===== config.mk =====
export PLATFORM = sky130hd
export DESIGN_NAME = smd_decoder
export DESIGN_NICKNAME = d
export VERILOG_FILES = /design/src/smd_pkg.sv /design/src/smd_bus_free_timer.sv /design/src/smd_decoder.sv
export VERILOG_INCLUDE_DIRS = /design/src
export SDC_FILE = /design/constraint.sdc
export NUM_CORES = 1
export LEC_CHECK = 0
export BUFFER_PORTS_ARGS = -buffer_cell sky130_fd_sc_hd__buf_2
export CORE_ASPECT_RATIO = 0.9
export CORE_MARGIN = 1.5
export CORE_UTILIZATION = 25
export CTS_CLUSTER_SIZE = 30
export DETAILED_ROUTE_END_ITERATION = 8
export PLACE_DENSITY = 0.5
export SLEW_MARGIN = 20
export SYNTH_ARGS = -nofsm -noshare
export SYNTH_HDL_FRONTEND = slang
export SYNTH_SLANG_ARGS = --single-unit

===== constraint.sdc =====
create_clock -name clk_i -period 13.3 [get_ports clk_i]
set_input_delay 1.33 -clock clk_i [delete_from_list [all_inputs] [get_ports clk_i]]
set_output_delay 1.33 -clock clk_i [all_outputs]
set_load 0.02 [all_outputs]

===== src/smd_params.svh =====
// constants for the script move and i/o instruction decoder
`ifndef SMD_PARAMS_SVH
`define SMD_PARAMS_SVH

// ----------
// instruction fields
// ----------
`define SMD_TYPE_MSB 31
`define SMD_TYPE_LSB 30
`define SMD_IO_OPC_MSB 29
`define SMD_IO_OPC_LSB 27
`define SMD_MOVE_OPC_BIT 27
`define SMD_PHASE_MSB 26
`define SMD_PHASE_LSB 24
`define SMD_SEL_ATN_BIT 24
`define SMD_DEST_MSB 18
`define SMD_DEST_LSB 16
`define SMD_CARRY_BIT 10
`define SMD_TGT_BIT 9
`define SMD_ACK_BIT 6
`define SMD_ATN_BIT 3

// ----------
// encodings
// ----------
`define SMD_TYPE_MOVE 2'h0
`define SMD_TYPE_IO 2'h1
`define SMD_OPC_MOVE 1'h1
`define SMD_IO_SEL 3'h0
`define SMD_IO_DISC 3'h1
`define SMD_IO_WAIT 3'h2
`define SMD_IO_SET 3'h3
`define SMD_IO_CLR 3'h4
`define SMD_IO_RW_FIRST 3'h5
`define SMD_PH_RSV_OUT 3'h4
`define SMD_PH_RSV_IN 3'h5
`define SMD_ZERO_COUNT 24'h000000

// ----------
// timing
// ----------
`define SMD_CLK_NS 100
`define SMD_BUS_FREE_NS 400
`define SMD_BUS_FREE_CYC ((`SMD_BUS_FREE_NS + `SMD_CLK_NS - 1) / `SMD_CLK_NS)
`define SMD_FREE_CNT_W 3

`endif


===== src/smd_pkg.sv =====
// types shared by the decoder, its assertions, the peer model and the bench
package smd_pkg;

    typedef struct packed {
        logic [31:0] cmd_count;
        logic [31:0] operand;
    } smd_instr_t;

    typedef struct packed {
        logic req;
        logic bsy;
        logic sel;
        logic msg;
        logic cd;
        logic io;
        logic arb_won;
        logic selected;
        logic reselected;
        logic sel_done;
    } smd_bus_in_t;

    typedef struct packed {
        logic ack;
        logic atn;
        logic arb;
        logic sel;
        logic [2:0] own_id;
        logic [2:0] dest_id;
    } smd_bus_out_t;

    typedef enum logic [3:0] {
        SMD_IDLE,
        SMD_MOVE_WAIT,
        SMD_MOVE_XFER,
        SMD_ARB,
        SMD_SELECT,
        SMD_WAIT_SEL,
        SMD_WAIT_RESEL,
        SMD_WAIT_DISC
    } smd_state_t;

endpackage


===== src/smd_bus_free_timer.sv =====
// counts cycles with busy and select both idle
`include "smd_params.svh"

module smd_bus_free_timer (
    // clock and reset
    input wire logic clk_i,
    input wire logic arst_n_i,
    // bus state
    input wire logic arm_i,
    input wire logic bsy_i,
    input wire logic sel_i,
    // result
    output logic free_o
);
    import smd_pkg::*;

    logic [`SMD_FREE_CNT_W-1:0] cnt_ff;
    logic [`SMD_FREE_CNT_W-1:0] nxt_cnt;
    logic free_ff;
    wire idle_w = arm_i && !bsy_i && !sel_i;
    wire sat_w = (cnt_ff == `SMD_FREE_CNT_W'(`SMD_BUS_FREE_CYC));

    // any busy or select activity restarts the delay
    assign nxt_cnt = !idle_w ? '0 : (sat_w ? cnt_ff : cnt_ff + `SMD_FREE_CNT_W'(1));

    always_ff @(posedge clk_i or negedge arst_n_i)
    begin
        if (!arst_n_i)
        begin
            cnt_ff <= '0;
            free_ff <= 1'b0;
        end
        else
        begin
            cnt_ff <= nxt_cnt;
            free_ff <= idle_w && sat_w;
        end
    end

    assign free_o = free_ff;
endmodule


===== src/smd_decoder.sv =====
// block move and i/o instruction decoder of the script engine
// ----------
// Notes on behaviour
// - move needs initiator mode; opcode one moves
// - move waits for request not yet acknowledged
// - latch phase lines on request, compare
// - matching phase moves count bytes from address
// - odd final wide byte held, merged next
// - phase mismatch interrupts, move not executed
// - three phase bits in 26-24
// - count loads, decrements to zero, then fetch
// - address word loads, increments per byte
// - i/o opcodes 101-111 are read/write
// - i/o opcode meaning depends on mode
// - arbitrate with own id, retry silently
// - after winning, select destination, fetch next
// - selected during arbitration jumps to alternate
// - select with attention asserts attention
// - target disconnect releases all bus outputs
// - wait select: selected continues, reselected jumps
// - signal process aborts select and reselect waits to alternate, not wait disconnect
// - wait disconnect needs 400 ns bus free
// - wait reselect: reselected continues, selected jumps
// - set/clear ack, atn, target, carry
// - target mode set/clear touches no bus signal
// - first word command and count, second operand
// - attention bit off select is illegal
// - destination id from bits 18-16
// - selector bits 10, 9, 6, 3
// ----------
`include "smd_params.svh"

module smd_decoder (
    // clock and reset
    input wire logic clk_i,
    input wire logic arst_n_i,
    // instruction fetch side
    input wire logic instr_valid_i,
    input wire smd_pkg::smd_instr_t instr_i,
    output logic instr_ready_o,
    output logic fetch_next_o,
    output logic fetch_alt_o,
    output logic handoff_o,
    // control and status bits
    input wire logic [2:0] own_bus_id_reg_i,
    input wire logic signal_process_flag_i,
    input wire logic wide_i,
    input wire logic mode_wr_i,
    input wire logic mode_target_i,
    input wire logic disc_msg_i,
    output logic target_mode_o,
    output logic carry_o,
    output logic [1:0] output_control_latch_o,
    output logic [2:0] scsi_status_one_o,
    output logic phase_mismatch_o,
    output logic illegal_o,
    // data mover side
    input wire logic dma_beat_i,
    input wire logic [1:0] dma_bytes_i,
    output logic dma_req_o,
    output logic [23:0] byte_count_reg_o,
    output logic [31:0] next_address_reg_o,
    output logic [31:0] script_operand_reg_o,
    output logic [7:0] command_byte_reg_o,
    output logic residue_valid_o,
    output logic residue_rx_o,
    // scsi bus
    input wire smd_pkg::smd_bus_in_t bus_i,
    output smd_pkg::smd_bus_out_t bus_o
);
    import smd_pkg::*;

    function automatic logic [2:0] phase_of(input smd_bus_in_t b);
        phase_of = {b.msg, b.cd, b.io};
    endfunction

    // ----------
    // pin synchronisers
    // ----------
    smd_bus_in_t sync1_ff;
    smd_bus_in_t bus_s_ff;

    always_ff @(posedge clk_i or negedge arst_n_i)
    begin
        if (!arst_n_i)
        begin
            sync1_ff <= '0;
            bus_s_ff <= '0;
        end
        else
        begin
            sync1_ff <= bus_i;
            bus_s_ff <= sync1_ff;
        end
    end

    // ----------
    // state
    // ----------
    smd_state_t state_ff, nxt_state;
    logic [7:0] cmd_ff, nxt_cmd;
    logic [23:0] count_ff, nxt_count;
    logic [31:0] addr_ff, nxt_addr;
    logic [31:0] oper_ff, nxt_oper;
    logic [2:0] phase_ff, nxt_phase;
    logic tgt_ff, nxt_tgt;
    logic carry_ff, nxt_carry;
    logic latch_ack_ff, nxt_latch_ack;
    logic latch_atn_ff, nxt_latch_atn;
    logic xack_ff, nxt_xack;
    logic res_ff, nxt_res;
    logic res_rx_ff, nxt_res_rx;
    logic next_ff, nxt_next;
    logic alt_ff, nxt_alt;
    logic hand_ff, nxt_hand;
    logic mis_ff, nxt_mis;
    logic ill_ff, nxt_ill;
    logic dma_ff, nxt_dma;
    logic arb_ff, nxt_arb;
    logic sel_ff, nxt_sel;
    logic sel_atn_ff, nxt_sel_atn;
    logic [2:0] dest_ff, nxt_dest;
    logic msg_seen_ff, nxt_msg_seen;
    logic bus_free, ready_ff;

    // ----------
    // instruction decode
    // ----------
    wire [31:0] w0 = instr_i.cmd_count;
    wire [1:0] itype_w = w0[`SMD_TYPE_MSB:`SMD_TYPE_LSB];
    wire [2:0] io_opc_w = w0[`SMD_IO_OPC_MSB:`SMD_IO_OPC_LSB];
    wire [2:0] iphase_w = w0[`SMD_PHASE_MSB:`SMD_PHASE_LSB];
    wire take_w = instr_valid_i && ready_ff;
    wire is_move_w = (itype_w == `SMD_TYPE_MOVE);
    wire is_io_w = (itype_w == `SMD_TYPE_IO) && (io_opc_w < `SMD_IO_RW_FIRST);
    wire rsv_phase_w = (iphase_w == `SMD_PH_RSV_OUT) || (iphase_w == `SMD_PH_RSV_IN);
    wire move_bad_w = tgt_ff || (w0[`SMD_MOVE_OPC_BIT] != `SMD_OPC_MOVE) || rsv_phase_w;
    wire atn_bad_w = w0[`SMD_SEL_ATN_BIT] && (tgt_ff || (io_opc_w != `SMD_IO_SEL));
    wire io_bad_w = atn_bad_w || (io_opc_w > `SMD_IO_CLR);
    wire set_w = (io_opc_w == `SMD_IO_SET);
    wire setclr_w = set_w || (io_opc_w == `SMD_IO_CLR);
    wire unserved_w = bus_s_ff.req && !xack_ff;
    wire ph_match_w = (phase_of(bus_s_ff) == cmd_ff[2:0]);
    wire [23:0] beat_w = (24'(dma_bytes_i) > count_ff) ? count_ff : 24'(dma_bytes_i);
    wire last_beat_w = (beat_w == count_ff);

    // ----------
    // next state
    // ----------
    always_comb
    begin
        nxt_state = state_ff;
        nxt_cmd = cmd_ff;
        nxt_count = count_ff;
        nxt_addr = addr_ff;
        nxt_oper = oper_ff;
        nxt_phase = phase_ff;
        nxt_tgt = tgt_ff;
        nxt_carry = carry_ff;
        nxt_latch_ack = latch_ack_ff;
        nxt_latch_atn = latch_atn_ff;
        nxt_xack = xack_ff;
        nxt_res = res_ff;
        nxt_res_rx = res_rx_ff;
        nxt_next = 1'b0;
        nxt_alt = alt_ff;
        nxt_hand = 1'b0;
        nxt_mis = 1'b0;
        nxt_ill = 1'b0;
        nxt_dma = 1'b0;
        nxt_arb = arb_ff;
        nxt_sel = sel_ff;
        nxt_sel_atn = sel_atn_ff;
        nxt_dest = dest_ff;
        nxt_msg_seen = msg_seen_ff;
        if (mode_wr_i)
        begin
            nxt_tgt = mode_target_i;
        end
        unique case (state_ff)
            SMD_IDLE:
            begin
                if (take_w)
                begin
                    nxt_cmd = w0[31:24];
                    nxt_count = w0[23:0];
                    nxt_oper = instr_i.operand;
                    nxt_addr = instr_i.operand;
                    nxt_dest = w0[`SMD_DEST_MSB:`SMD_DEST_LSB];
                    nxt_sel_atn = w0[`SMD_SEL_ATN_BIT];
                    if (is_move_w)
                    begin
                        if (move_bad_w)
                            nxt_ill = 1'b1;
                        else if (w0[23:0] == `SMD_ZERO_COUNT)
                        begin
                            nxt_next = 1'b1;
                            nxt_alt = 1'b0;
                        end
                        else
                            nxt_state = SMD_MOVE_WAIT;
                    end
                    else if (!is_io_w)
                        nxt_hand = 1'b1;
                    else if (io_bad_w)
                        nxt_ill = 1'b1;
                    else if (setclr_w)
                    begin
                        if (w0[`SMD_ACK_BIT])
                            nxt_latch_ack = set_w;
                        if (w0[`SMD_ATN_BIT])
                            nxt_latch_atn = set_w;
                        if (w0[`SMD_TGT_BIT])
                            nxt_tgt = set_w;
                        if (w0[`SMD_CARRY_BIT])
                            nxt_carry = set_w;
                        nxt_next = 1'b1;
                        nxt_alt = 1'b0;
                    end
                    else if (io_opc_w == `SMD_IO_SEL)
                        nxt_state = SMD_ARB;
                    else if (io_opc_w == `SMD_IO_DISC)
                    begin
                        if (tgt_ff)
                        begin
                            nxt_latch_ack = 1'b0;
                            nxt_latch_atn = 1'b0;
                            nxt_xack = 1'b0;
                            nxt_arb = 1'b0;
                            nxt_sel = 1'b0;
                            nxt_next = 1'b1;
                            nxt_alt = 1'b0;
                        end
                        else
                        begin
                            nxt_msg_seen = 1'b0;
                            nxt_state = SMD_WAIT_DISC;
                        end
                    end
                    else
                        nxt_state = tgt_ff ? SMD_WAIT_SEL : SMD_WAIT_RESEL;
                end
            end
            SMD_MOVE_WAIT:
            begin
                if (unserved_w)
                begin
                    nxt_phase = phase_of(bus_s_ff);
                    if (ph_match_w)
                        nxt_state = SMD_MOVE_XFER;
                    else
                    begin
                        nxt_mis = 1'b1;
                        nxt_state = SMD_IDLE;
                    end
                end
            end
            SMD_MOVE_XFER:
            begin
                nxt_dma = unserved_w && !dma_beat_i;
                if (unserved_w && dma_beat_i)
                begin
                    nxt_xack = 1'b1;
                    nxt_count = count_ff - beat_w;
                    nxt_addr = addr_ff + {8'h00, beat_w};
                    nxt_res = 1'b0;
                    if (last_beat_w && wide_i && beat_w[0])
                    begin
                        nxt_res = 1'b1;
                        nxt_res_rx = cmd_ff[0];
                    end
                end
                else if (!bus_s_ff.req && xack_ff)
                begin
                    nxt_xack = 1'b0;
                    if (count_ff == `SMD_ZERO_COUNT)
                    begin
                        nxt_next = 1'b1;
                        nxt_alt = 1'b0;
                        nxt_state = SMD_IDLE;
                    end
                    else
                        nxt_state = SMD_MOVE_WAIT;
                end
            end
            SMD_ARB:
            begin
                nxt_arb = 1'b1;
                if (bus_s_ff.selected || bus_s_ff.reselected)
                begin
                    nxt_arb = 1'b0;
                    nxt_next = 1'b1;
                    nxt_alt = 1'b1;
                    nxt_state = SMD_IDLE;
                end
                else if (arb_ff && bus_s_ff.arb_won)
                begin
                    nxt_arb = 1'b0;
                    nxt_sel = 1'b1;
                    nxt_state = SMD_SELECT;
                end
            end
            SMD_SELECT:
            begin
                if (bus_s_ff.sel_done)
                begin
                    nxt_sel = 1'b0;
                    nxt_next = 1'b1;
                    nxt_alt = 1'b0;
                    nxt_state = SMD_IDLE;
                end
            end
            SMD_WAIT_SEL:
            begin
                if (bus_s_ff.selected || bus_s_ff.reselected || signal_process_flag_i)
                begin
                    nxt_next = 1'b1;
                    nxt_alt = !bus_s_ff.selected;
                    nxt_state = SMD_IDLE;
                end
            end
            SMD_WAIT_RESEL:
            begin
                if (bus_s_ff.selected || bus_s_ff.reselected || signal_process_flag_i)
                begin
                    nxt_next = 1'b1;
                    nxt_alt = !bus_s_ff.reselected;
                    nxt_state = SMD_IDLE;
                end
            end
            SMD_WAIT_DISC:
            begin
                if (disc_msg_i)
                    nxt_msg_seen = 1'b1;
                if (bus_free)
                begin
                    nxt_next = 1'b1;
                    nxt_alt = 1'b0;
                    nxt_state = SMD_IDLE;
                end
            end
            default:
                nxt_state = SMD_IDLE;
        endcase
    end

    // ----------
    // registers
    // ----------
    always_ff @(posedge clk_i or negedge arst_n_i)
    begin
        if (!arst_n_i)
        begin
            state_ff <= SMD_IDLE;
            cmd_ff <= 8'h00;
            count_ff <= 24'h000000;
            addr_ff <= 32'h00000000;
            oper_ff <= 32'h00000000;
            phase_ff <= 3'h0;
        end
        else
        begin
            state_ff <= nxt_state;
            cmd_ff <= nxt_cmd;
            count_ff <= nxt_count;
            addr_ff <= nxt_addr;
            oper_ff <= nxt_oper;
            phase_ff <= nxt_phase;
        end
    end

    always_ff @(posedge clk_i or negedge arst_n_i)
    begin
        if (!arst_n_i)
        begin
            tgt_ff <= 1'b0;
            carry_ff <= 1'b0;
            latch_ack_ff <= 1'b0;
            latch_atn_ff <= 1'b0;
            xack_ff <= 1'b0;
            res_ff <= 1'b0;
            res_rx_ff <= 1'b0;
            msg_seen_ff <= 1'b0;
        end
        else
        begin
            tgt_ff <= nxt_tgt;
            carry_ff <= nxt_carry;
            latch_ack_ff <= nxt_latch_ack;
            latch_atn_ff <= nxt_latch_atn;
            xack_ff <= nxt_xack;
            res_ff <= nxt_res;
            res_rx_ff <= nxt_res_rx;
            msg_seen_ff <= nxt_msg_seen;
        end
    end

    always_ff @(posedge clk_i or negedge arst_n_i)
    begin
        if (!arst_n_i)
        begin
            next_ff <= 1'b0;
            alt_ff <= 1'b0;
            hand_ff <= 1'b0;
            mis_ff <= 1'b0;
            ill_ff <= 1'b0;
            dma_ff <= 1'b0;
            arb_ff <= 1'b0;
            sel_ff <= 1'b0;
            sel_atn_ff <= 1'b0;
            dest_ff <= 3'h0;
        end
        else
        begin
            next_ff <= nxt_next;
            alt_ff <= nxt_alt;
            hand_ff <= nxt_hand;
            mis_ff <= nxt_mis;
            ill_ff <= nxt_ill;
            dma_ff <= nxt_dma;
            arb_ff <= nxt_arb;
            sel_ff <= nxt_sel;
            sel_atn_ff <= nxt_sel_atn;
            dest_ff <= nxt_dest;
        end
    end

    // ----------
    // bus drive, registered so outputs leave flops
    // ----------
    smd_bus_out_t bus_out_ff;
    smd_bus_out_t nxt_bus_out;

    // initiator-only lines stay released in target mode
    assign nxt_bus_out.ack = !nxt_tgt && (nxt_latch_ack || nxt_xack);
    assign nxt_bus_out.atn = !nxt_tgt && (nxt_latch_atn || (nxt_sel && nxt_sel_atn));
    assign nxt_bus_out.arb = nxt_arb;
    assign nxt_bus_out.sel = nxt_sel;
    assign nxt_bus_out.own_id = nxt_arb ? own_bus_id_reg_i : 3'h0;
    assign nxt_bus_out.dest_id = nxt_sel ? nxt_dest : 3'h0;

    always_ff @(posedge clk_i or negedge arst_n_i)
    begin
        if (!arst_n_i)
        begin
            bus_out_ff <= '0;
            ready_ff <= 1'b0;
        end
        else
        begin
            bus_out_ff <= nxt_bus_out;
            ready_ff <= (nxt_state == SMD_IDLE);
        end
    end

    // ----------
    // bus free delay
    // ----------
    smd_bus_free_timer u_free (
        .clk_i(clk_i),
        .arst_n_i(arst_n_i),
        .arm_i(msg_seen_ff && (state_ff == SMD_WAIT_DISC)),
        .bsy_i(bus_s_ff.bsy),
        .sel_i(bus_s_ff.sel),
        .free_o(bus_free)
    );

    // ----------
    // outputs
    // ----------
    assign instr_ready_o = ready_ff;
    assign fetch_next_o = next_ff;
    assign fetch_alt_o = alt_ff;
    assign handoff_o = hand_ff;
    assign target_mode_o = tgt_ff;
    assign carry_o = carry_ff;
    assign output_control_latch_o = {latch_ack_ff, latch_atn_ff};
    assign scsi_status_one_o = phase_ff;
    assign phase_mismatch_o = mis_ff;
    assign illegal_o = ill_ff;
    assign dma_req_o = dma_ff;
    assign byte_count_reg_o = count_ff;
    assign next_address_reg_o = addr_ff;
    assign script_operand_reg_o = oper_ff;
    assign command_byte_reg_o = cmd_ff;
    assign residue_valid_o = res_ff;
    assign residue_rx_o = res_rx_ff;
    assign bus_o = bus_out_ff;
endmodule


==> qor.csv, run 1 <==
stage,metric,value,unit
outcome,status,"complete, no violations",
critical_path,CP Capture Type,flip-flop,
sta,Clock Skew,0.0116,ns
global_route,initial antenna violation count,1,
yosys,fraction of registers with async set/reset,1.00,
clock_tree,H-tree depth,4,
floorplan,Die ar.,35400,sq um
critical_path,r2r setup slk,7.87,ns
power,Pwr Total,1.81,mW
place,Post-DP HPWL,20.3,mm
yosys,top post-synthesis cells by area,"dfrtp_1, nand2_1, ha_1",
global_route,pin count of the biggest net entering global routing,96,
clock_tree,Worst-Skew Late Latency,0.45,ns
yosys,number of synthesized flops with an enable pin,0,
clock_tree,CTS Root Cell,clkbuf_16,
sta,Final Max Slew Viols,0,
floorplan,Die X,198,um
sta,Hold Fails Final Rpt,0,
global_route,first-pass GRT wire length,43.4,mm
run,number of max-cap violations,0,
global_route,vias in the first global route,7456,
clock_tree,CTS Sinks,156,
yosys,post-synth top area share,0.456,
power,P per Cell Area,169,nW/um^2
yosys,Commonest cells post-synth,"nand2_1, dfrtp_1, nor2_1, a21oi_1, o21ai_0",
sta,RSZ-0062 raised after global routing,false,
yosys,sequential area share after synthesis,0.456,
routing,drt first pass iters,5,
sta,Tcrit/Tclk final,0.409,
critical_path,Worst Path Max Fanout,7,
yosys,XOR/XNOR Fraction of Synth Area,0.0235,
clock_tree,"Reg clk slew, reported paths",0.07,ns
floorplan,Die Span Y,179,um
critical_path,Critical Path AT,5.77,ns
power,Pleak,5.07,nW
yosys,largest family of logic cells by synthesized area,simple AND/OR/NAND/NOR gates,
sta,Peak Freq,0.184,GHz
critical_path,CP Launch Type,flip-flop,
routing,vias,7839,
clock_tree,TritonCTS buffer count,17,
yosys,Simple-Gate Fraction of Synth Area,0.216,
final_layout,share of cells above drive strength 1,0.227,
yosys,leading area contributor after synthesis,dfrtp_1,
floorplan,row count,64,
clock_tree,Post-CTS Resized,0,
yosys,Synth Area in Compound Gates,0.202,
yosys,unique cell type count in the Yosys netlist,72,
yosys,mux contribution to synthesized area,0.0126,
critical_path,CP Class,reg -> reg,
yosys,post-synthesis cell area,8570,sq um
place,placed cell count,1623,
yosys,Post-Synthesis Cells,974,
routing,vias per inst,4.73,
floorplan,core footprint,33900,sq um
routing,drt wl/cell,17.1,um
sta,setup TNS,0,ns
final_layout,P&R area growth vs syn,25.0,%
clock_tree,TritonCTS clock tree,yes,
yosys,Syn Area/Cell,8.79,sq um
floorplan,# IOs,210,
floorplan,Starting Density,0.253,
place,Port-buffer cells,209,
yosys,Post-synth top flop,dfrtp_1,
sta,relative slew slack,0.372,
routing,Routed WL,28.3,mm
yosys,top-count cell post-synth,nand2_1,
yosys,Synth Register Bits,156,
routing,initial DRC count,382,
clock_tree,clock buffer depth,2,
critical_path,CP Data Required Time,13.64,ns
sta,min Tclk post-route,5.43,ns
clock_tree,postcts setup bufs,0,
final_layout,"Net count, final",1300,
hold_path,worst min path class,reg -> reg,
place,Final GP Congestion,0.824,
yosys,adder-cell area share of the yosys netlist,0.0485,
routing,Routed Antenna Nets,0,
global_route,Global Route Usage Sum,0.163,
sta,final-report setup violation count,0,
final_layout,Post-Layout Cell Count,1656,
yosys,yosys warns,0,
power,worst ir drop on vdd,0.0948,mV
sta,Slew @ Worst Pin,0.942,ns
clock_tree,hold_buf cts,0,
global_route,grt ovf,0,
routing,post-route DRC violation count,0,
## layout make-up
class / count / area, sq um
Antenna cell: 1 / 2.50
Clock buffer: 17 / 425
Clock inverter: 15 / 200
Fill cell: 3642 / 23200
Inverter: 23 / 86.3
Multi-Input combinational cell: 766 / 4400
Sequential cell: 156 / 3900
Tap cell: 462 / 578
Timing Repair Buffer: 216 / 1100
## worst paths after layout
| kind | from | endpoint | cells past startpoint |
|---|---|---|---|
| worst max-delay path | byte_count_reg_o[12] | next_address_reg_o[28] | 17 |
| worst min-delay path | sync1_ff[1] | bus_s_ff[1] | 0 |
| worst max register to register | byte_count_reg_o[12] | next_address_reg_o[28] | 17 |
| worst min register to register | sync1_ff[1] | bus_s_ff[1] | 0 |
| max in group asynchronous | arst_n_i | next_address_reg_o[7] | 2 |
| min in group asynchronous | arst_n_i | u_free.cnt_ff[1] | 1 |
## flip-flops by register name, indices dropped and copies added (netlist names), 3 cells and up
signal                count
bus_o                    10
bus_s_ff                 10
byte_count_reg_o         24
command_byte_reg_o        8
dest_ff                   3
next_address_reg_o       32
script_operand_reg_o     32
scsi_status_one_o         3
state_ff                  4
sync1_ff                 10
u_free.cnt_ff             3
## placed cells by master (no fill, tap or decap), types with 6 or more instances in the layout
cell / instances
and3_1: 8
xnor2_1: 13
nand2_1: 198
o22ai_1: 7
a21o_1: 21
buf_4: 7
inv_8: 7
a211oi_1: 11
nor4_1: 15
dfrtp_1: 156
nor3_1: 23
and2_1: 9
buf_2: 208
nand3_1: 22
inv_1: 23
a22oi_1: 12
mux2_2: 6
nand2b_1: 7
conb_1: 23
o21ai_0: 66
ha_1: 30
xor2_1: 10
clkbuf_16: 17
nor2b_1: 14
a31oi_1: 12
o211ai_1: 8
nand4_1: 6
nor2_1: 80
a21oi_1: 72
## critical path, cell delays in order, from the launching register on
cell      delay [ns]
dfrtp_1         0.44
or3_2           0.56
nor3_1          0.41
nand4_1         0.39
nor2b_1         0.30
nand2_1         0.08
o21ai_0         0.13
ha_1            0.25
inv_1           0.06
fa_1            0.38
and2b_1         0.24
o211ai_1        0.11
a31oi_1         0.51
a21oi_1         0.19
o41ai_2         0.45
a221o_1         0.29
a41oi_1         0.13
or3_1           0.39
## report_power, final
group / leakage [nW] / internal (mW) / switching (mW)
clock network: 0.306 / 0.274 / 0.251
logic: 2.86 / 0.228 / 0.400
registers: 1.90 / 0.569 / 0.0900
total: 5.07 / 1.07 / 0.740
## per-layer routing
| metal | vias up | part of all wire | GRT usage |
|---|---|---|---|
| met5 | - | 0 | 0 |
| met4 | 0 | 0.0089 | 0.0378 |
| met3 | 21 | 0.060 | 0.0403 |
| met2 | 216 | 0.43 | 0.241 |
| met1 | 3758 | 0.50 | 0.236 |
| li1 | 3844 | - | - |
## cell families (layout without fill, tap and decap cells)
group,count (synthesis),in the layout
AND/OR/NAND/NOR,409,409
AO/OA/AOI/OAI,269,269
flip-flops,156,156
buffers and inverters,74,271
adder cells (fa/ha/maj),32,32
XOR/XNOR,23,23
multiplexers,10,10
other,1,24
## per-stage QoR
stage	cell area (sq um)	worst slack (ns)	hold WS (ns)	utilization
floorplan	8650	8.48	0.331	-
global placement	10100	7.91	0.332	0.297
detailed placement	10100	7.75	0.336	0.297
CTS	10700	7.85	0.352	0.316
global route	10700	7.44	0.356	0.316
finish	10700	7.87	0.348	0.316
Note: power is estimated with default switching activity, not from simulation.
==> run 2, diff against run 1 <==
Clock period 13.3 ns to 5.3 ns, I/O delays scaled along.
==> run 2 against run 1 <==
Sequential power rose to 2.5 times the previous value. First-iteration DRC count up 1.0%. Combinational power rose to 2.5 times the previous value. Total power up 150%. Maximum frequency up 11%.
==> qor.csv, run 2 (synthesis results as in run 1) <==
stage,metric,value,unit,change
outcome,status,"complete, no violations",,
critical_path,CP Data Required Time,5.62,ns,-8.02 ns
critical_path,CP Launch Type,flip-flop,,
final_layout,share of cells above drive strength 1,0.230,,+0.00258
critical_path,CP Capture Type,flip-flop,,
power,P per Cell Area,416,nW/um^2,+150%
clock_tree,Worst-Skew Late Latency,0.44,ns,about the same
sta,RSZ-0062 raised after global routing,false,,
clock_tree,hold_buf cts,0,,unchanged
critical_path,Setup crit start,byte_count_reg_o[12],,
power,Pleak,5.06,nW,-0.13%
routing,vias,7825,,-0.18%
routing,drt wl/cell,17.0,um,-0.70%
critical_path,slowest CP cell,or3_2,,
global_route,grt ovf,0,,unchanged
critical_path,Worst Path Max Fanout,7,,unchanged
clock_tree,postcts setup bufs,0,,unchanged
place,Port-buffer cells,209,,unchanged
critical_path,kind of cell adding the most delay to the critical path,simple AND/OR/NAND/NOR gates,,
clock_tree,Post-CTS Resized,0,,unchanged
place,Post-DP HPWL,20.4,mm,+0.38%
clock_tree,TritonCTS clock tree,yes,,
critical_path,CP Class,reg -> reg,,
place,pre-CTS WS,0.419,ns,-7.33 ns
sta,Final Max Slew Viols,0,,unchanged
final_layout,P&R area growth vs syn,24.8,%,
final_layout,Reg area,3900,sq um,unchanged
final_layout,final design utilization,0.315,,-0.000517
clock_tree,"Reg clk slew, reported paths",0.07,ns,about the same
routing,initial DRC count,386,,+1.0%
critical_path,Critical Path AT,5.22,ns,-0.55 ns
sta,Tcrit/Tclk final,0.925,,+0.516
sta,final-report setup violation count,0,,unchanged
critical_path,delay of the slowest critical-path stage,0.56,ns,about the same
critical_path,Worst R2R Start,byte_count_reg_o[12],,
global_route,Global Route Usage Sum,0.161,,-0.00195
routing,vias per inst,4.71,,-0.42%
sta,Hold Fails Final Rpt,0,,unchanged
floorplan,# IOs,210,,unchanged
run,number of max-cap violations,0,,unchanged
sta,Slew @ Worst Pin,0.872,ns,-0.0693 ns
sta,relative slew slack,0.416,,+0.0441
sta,setup TNS,0,ns,unchanged
floorplan,Die X,198,um,unchanged
power,worst ir drop on vdd,0.223,mV,+140%
final_layout,area of the multi-input gates,4400,sq um,unchanged
floorplan,Starting Density,0.253,,unchanged
final_layout,most frequent cells in the layout,"buf_2, nand2_1, dfrtp_1",,
floorplan,row count,64,,unchanged
clock_tree,H-tree depth,4,,unchanged
final_layout,# fillers,3659,,+0.47%
floorplan,core footprint,33900,sq um,unchanged
clock_tree,CTS Sinks,156,,unchanged
sta,Clock Skew,0.0136,ns,+0.00198 ns
sta,Setup WS post-layout,0.399,ns,-7.47 ns
critical_path,Buf/Inv on CP,1,,unchanged
final_layout,Post-Layout Cell Count,1660,,+0.24%
global_route,first-pass GRT wire length,43.0,mm,-0.91%
global_route,vias in the first global route,7433,,-0.31%
place,Final GP Congestion,0.836,,+1.4%
critical_path,CP cell instances,"or3_2, nor3_1, nand4_1, nor2b_1, nand2_1, o21ai_0, ha_1, inv_1, fa_1, and2b_1, o211ai_1, a31oi_1, a21oi_1, o41ai_2, a221o_1, a41oi_1, or3_1",,
routing,drt first pass iters,5,,unchanged
sta,Peak Freq,0.204,GHz,+11%
clock_tree,clock buffer depth,2,,unchanged
routing,Routed WL,28.1,mm,-0.46%
floorplan,Die Span Y,179,um,unchanged
routing,post-route DRC violation count,0,,unchanged
global_route,pin count of the biggest net entering global routing,84,,-13%
final_layout,"Net count, final",1304,,+0.31%
hold_path,worst min path class,in -> async,,
final_layout,"commonest non-fill, non-tap cell in the layout",buf_2,,
place,placed cell count,1627,,+0.25%
routing,Routed Antenna Nets,0,,unchanged
global_route,initial antenna violation count,1,,unchanged
clock_tree,CTS Root Cell,clkbuf_16,,
sta,worst hold margin,0.115,ns,-0.233 ns
floorplan,Die ar.,35400,sq um,unchanged
sta,min Tclk post-route,4.90,ns,-0.532 ns
clock_tree,TritonCTS buffer count,17,,unchanged
## run 2: cell count changes in the layout (fill, tap and decap cells not counted), sizes merged
cell	delta
inv	+1
clkinv	-3
clkbuf	+1
clkinvlp	+2
buf	+4
bufinv	-1
## run 2: worst reg2reg max path: cells and delay by family (launching register included)
kind / cells / cell delay [ns]
simple gates: 7 / 2.15
compound gates: 7 / 1.51
fa+ha+maj: 2 / 0.61
flops: 1 / 0.44
buf+inv: 1 / 0.06
## run 2: metal layers
layer,GRT usage,share of wire,vias to the layer above
li1,-,-,3856
met1,0.230,0.50,3763
met2,0.240,0.44,192
met3,0.0429,0.057,14
met4,0.0353,0.0083,0
met5,0,0,-
## run 2: power by group
part           total, mW  internal [mW]  switching, mW
clock network       1.21          0.632          0.583
logic               1.58          0.577          0.998
registers           1.65           1.43          0.225
## run 2: worst paths after layout
| check | cells past startpoint | end | slack (ns) |
|---|---|---|---|
| max | 17 | next_address_reg_o[28] | 0.40 |
| min | 1 | sync1_ff[2] | 0.12 |
| max reg2reg | 17 | next_address_reg_o[28] | 0.40 |
| min reg2reg | 0 | bus_s_ff[1] | 0.35 |
| max in group asynchronous | 2 | script_operand_reg_o[9] | 4.25 |
| min in group clk_i | 1 | sync1_ff[5] | 0.19 |
## run 2: cell type report
cell class / count / area share
inverters: 23 / 0.00808
multi-input cells: 766 / 0.412
repair buffers: 220 / 0.107
well taps: 462 / 0.0541
flip-flops and latches: 156 / 0.365
clock inverters: 14 / 0.0118
clock buffers: 18 / 0.0411
diodes: 1 / 0.000234
## run 2: stage by stage
stage          instance area (sq um)  power, mW
2_1_floorplan                   8650       2.69
3_3_place_gp                   10100       3.23
3_5_place_dp                   10100       3.24
4_1_cts                        10700       4.50
5_1_grt                        10700       4.75
6_report                       10700       4.44
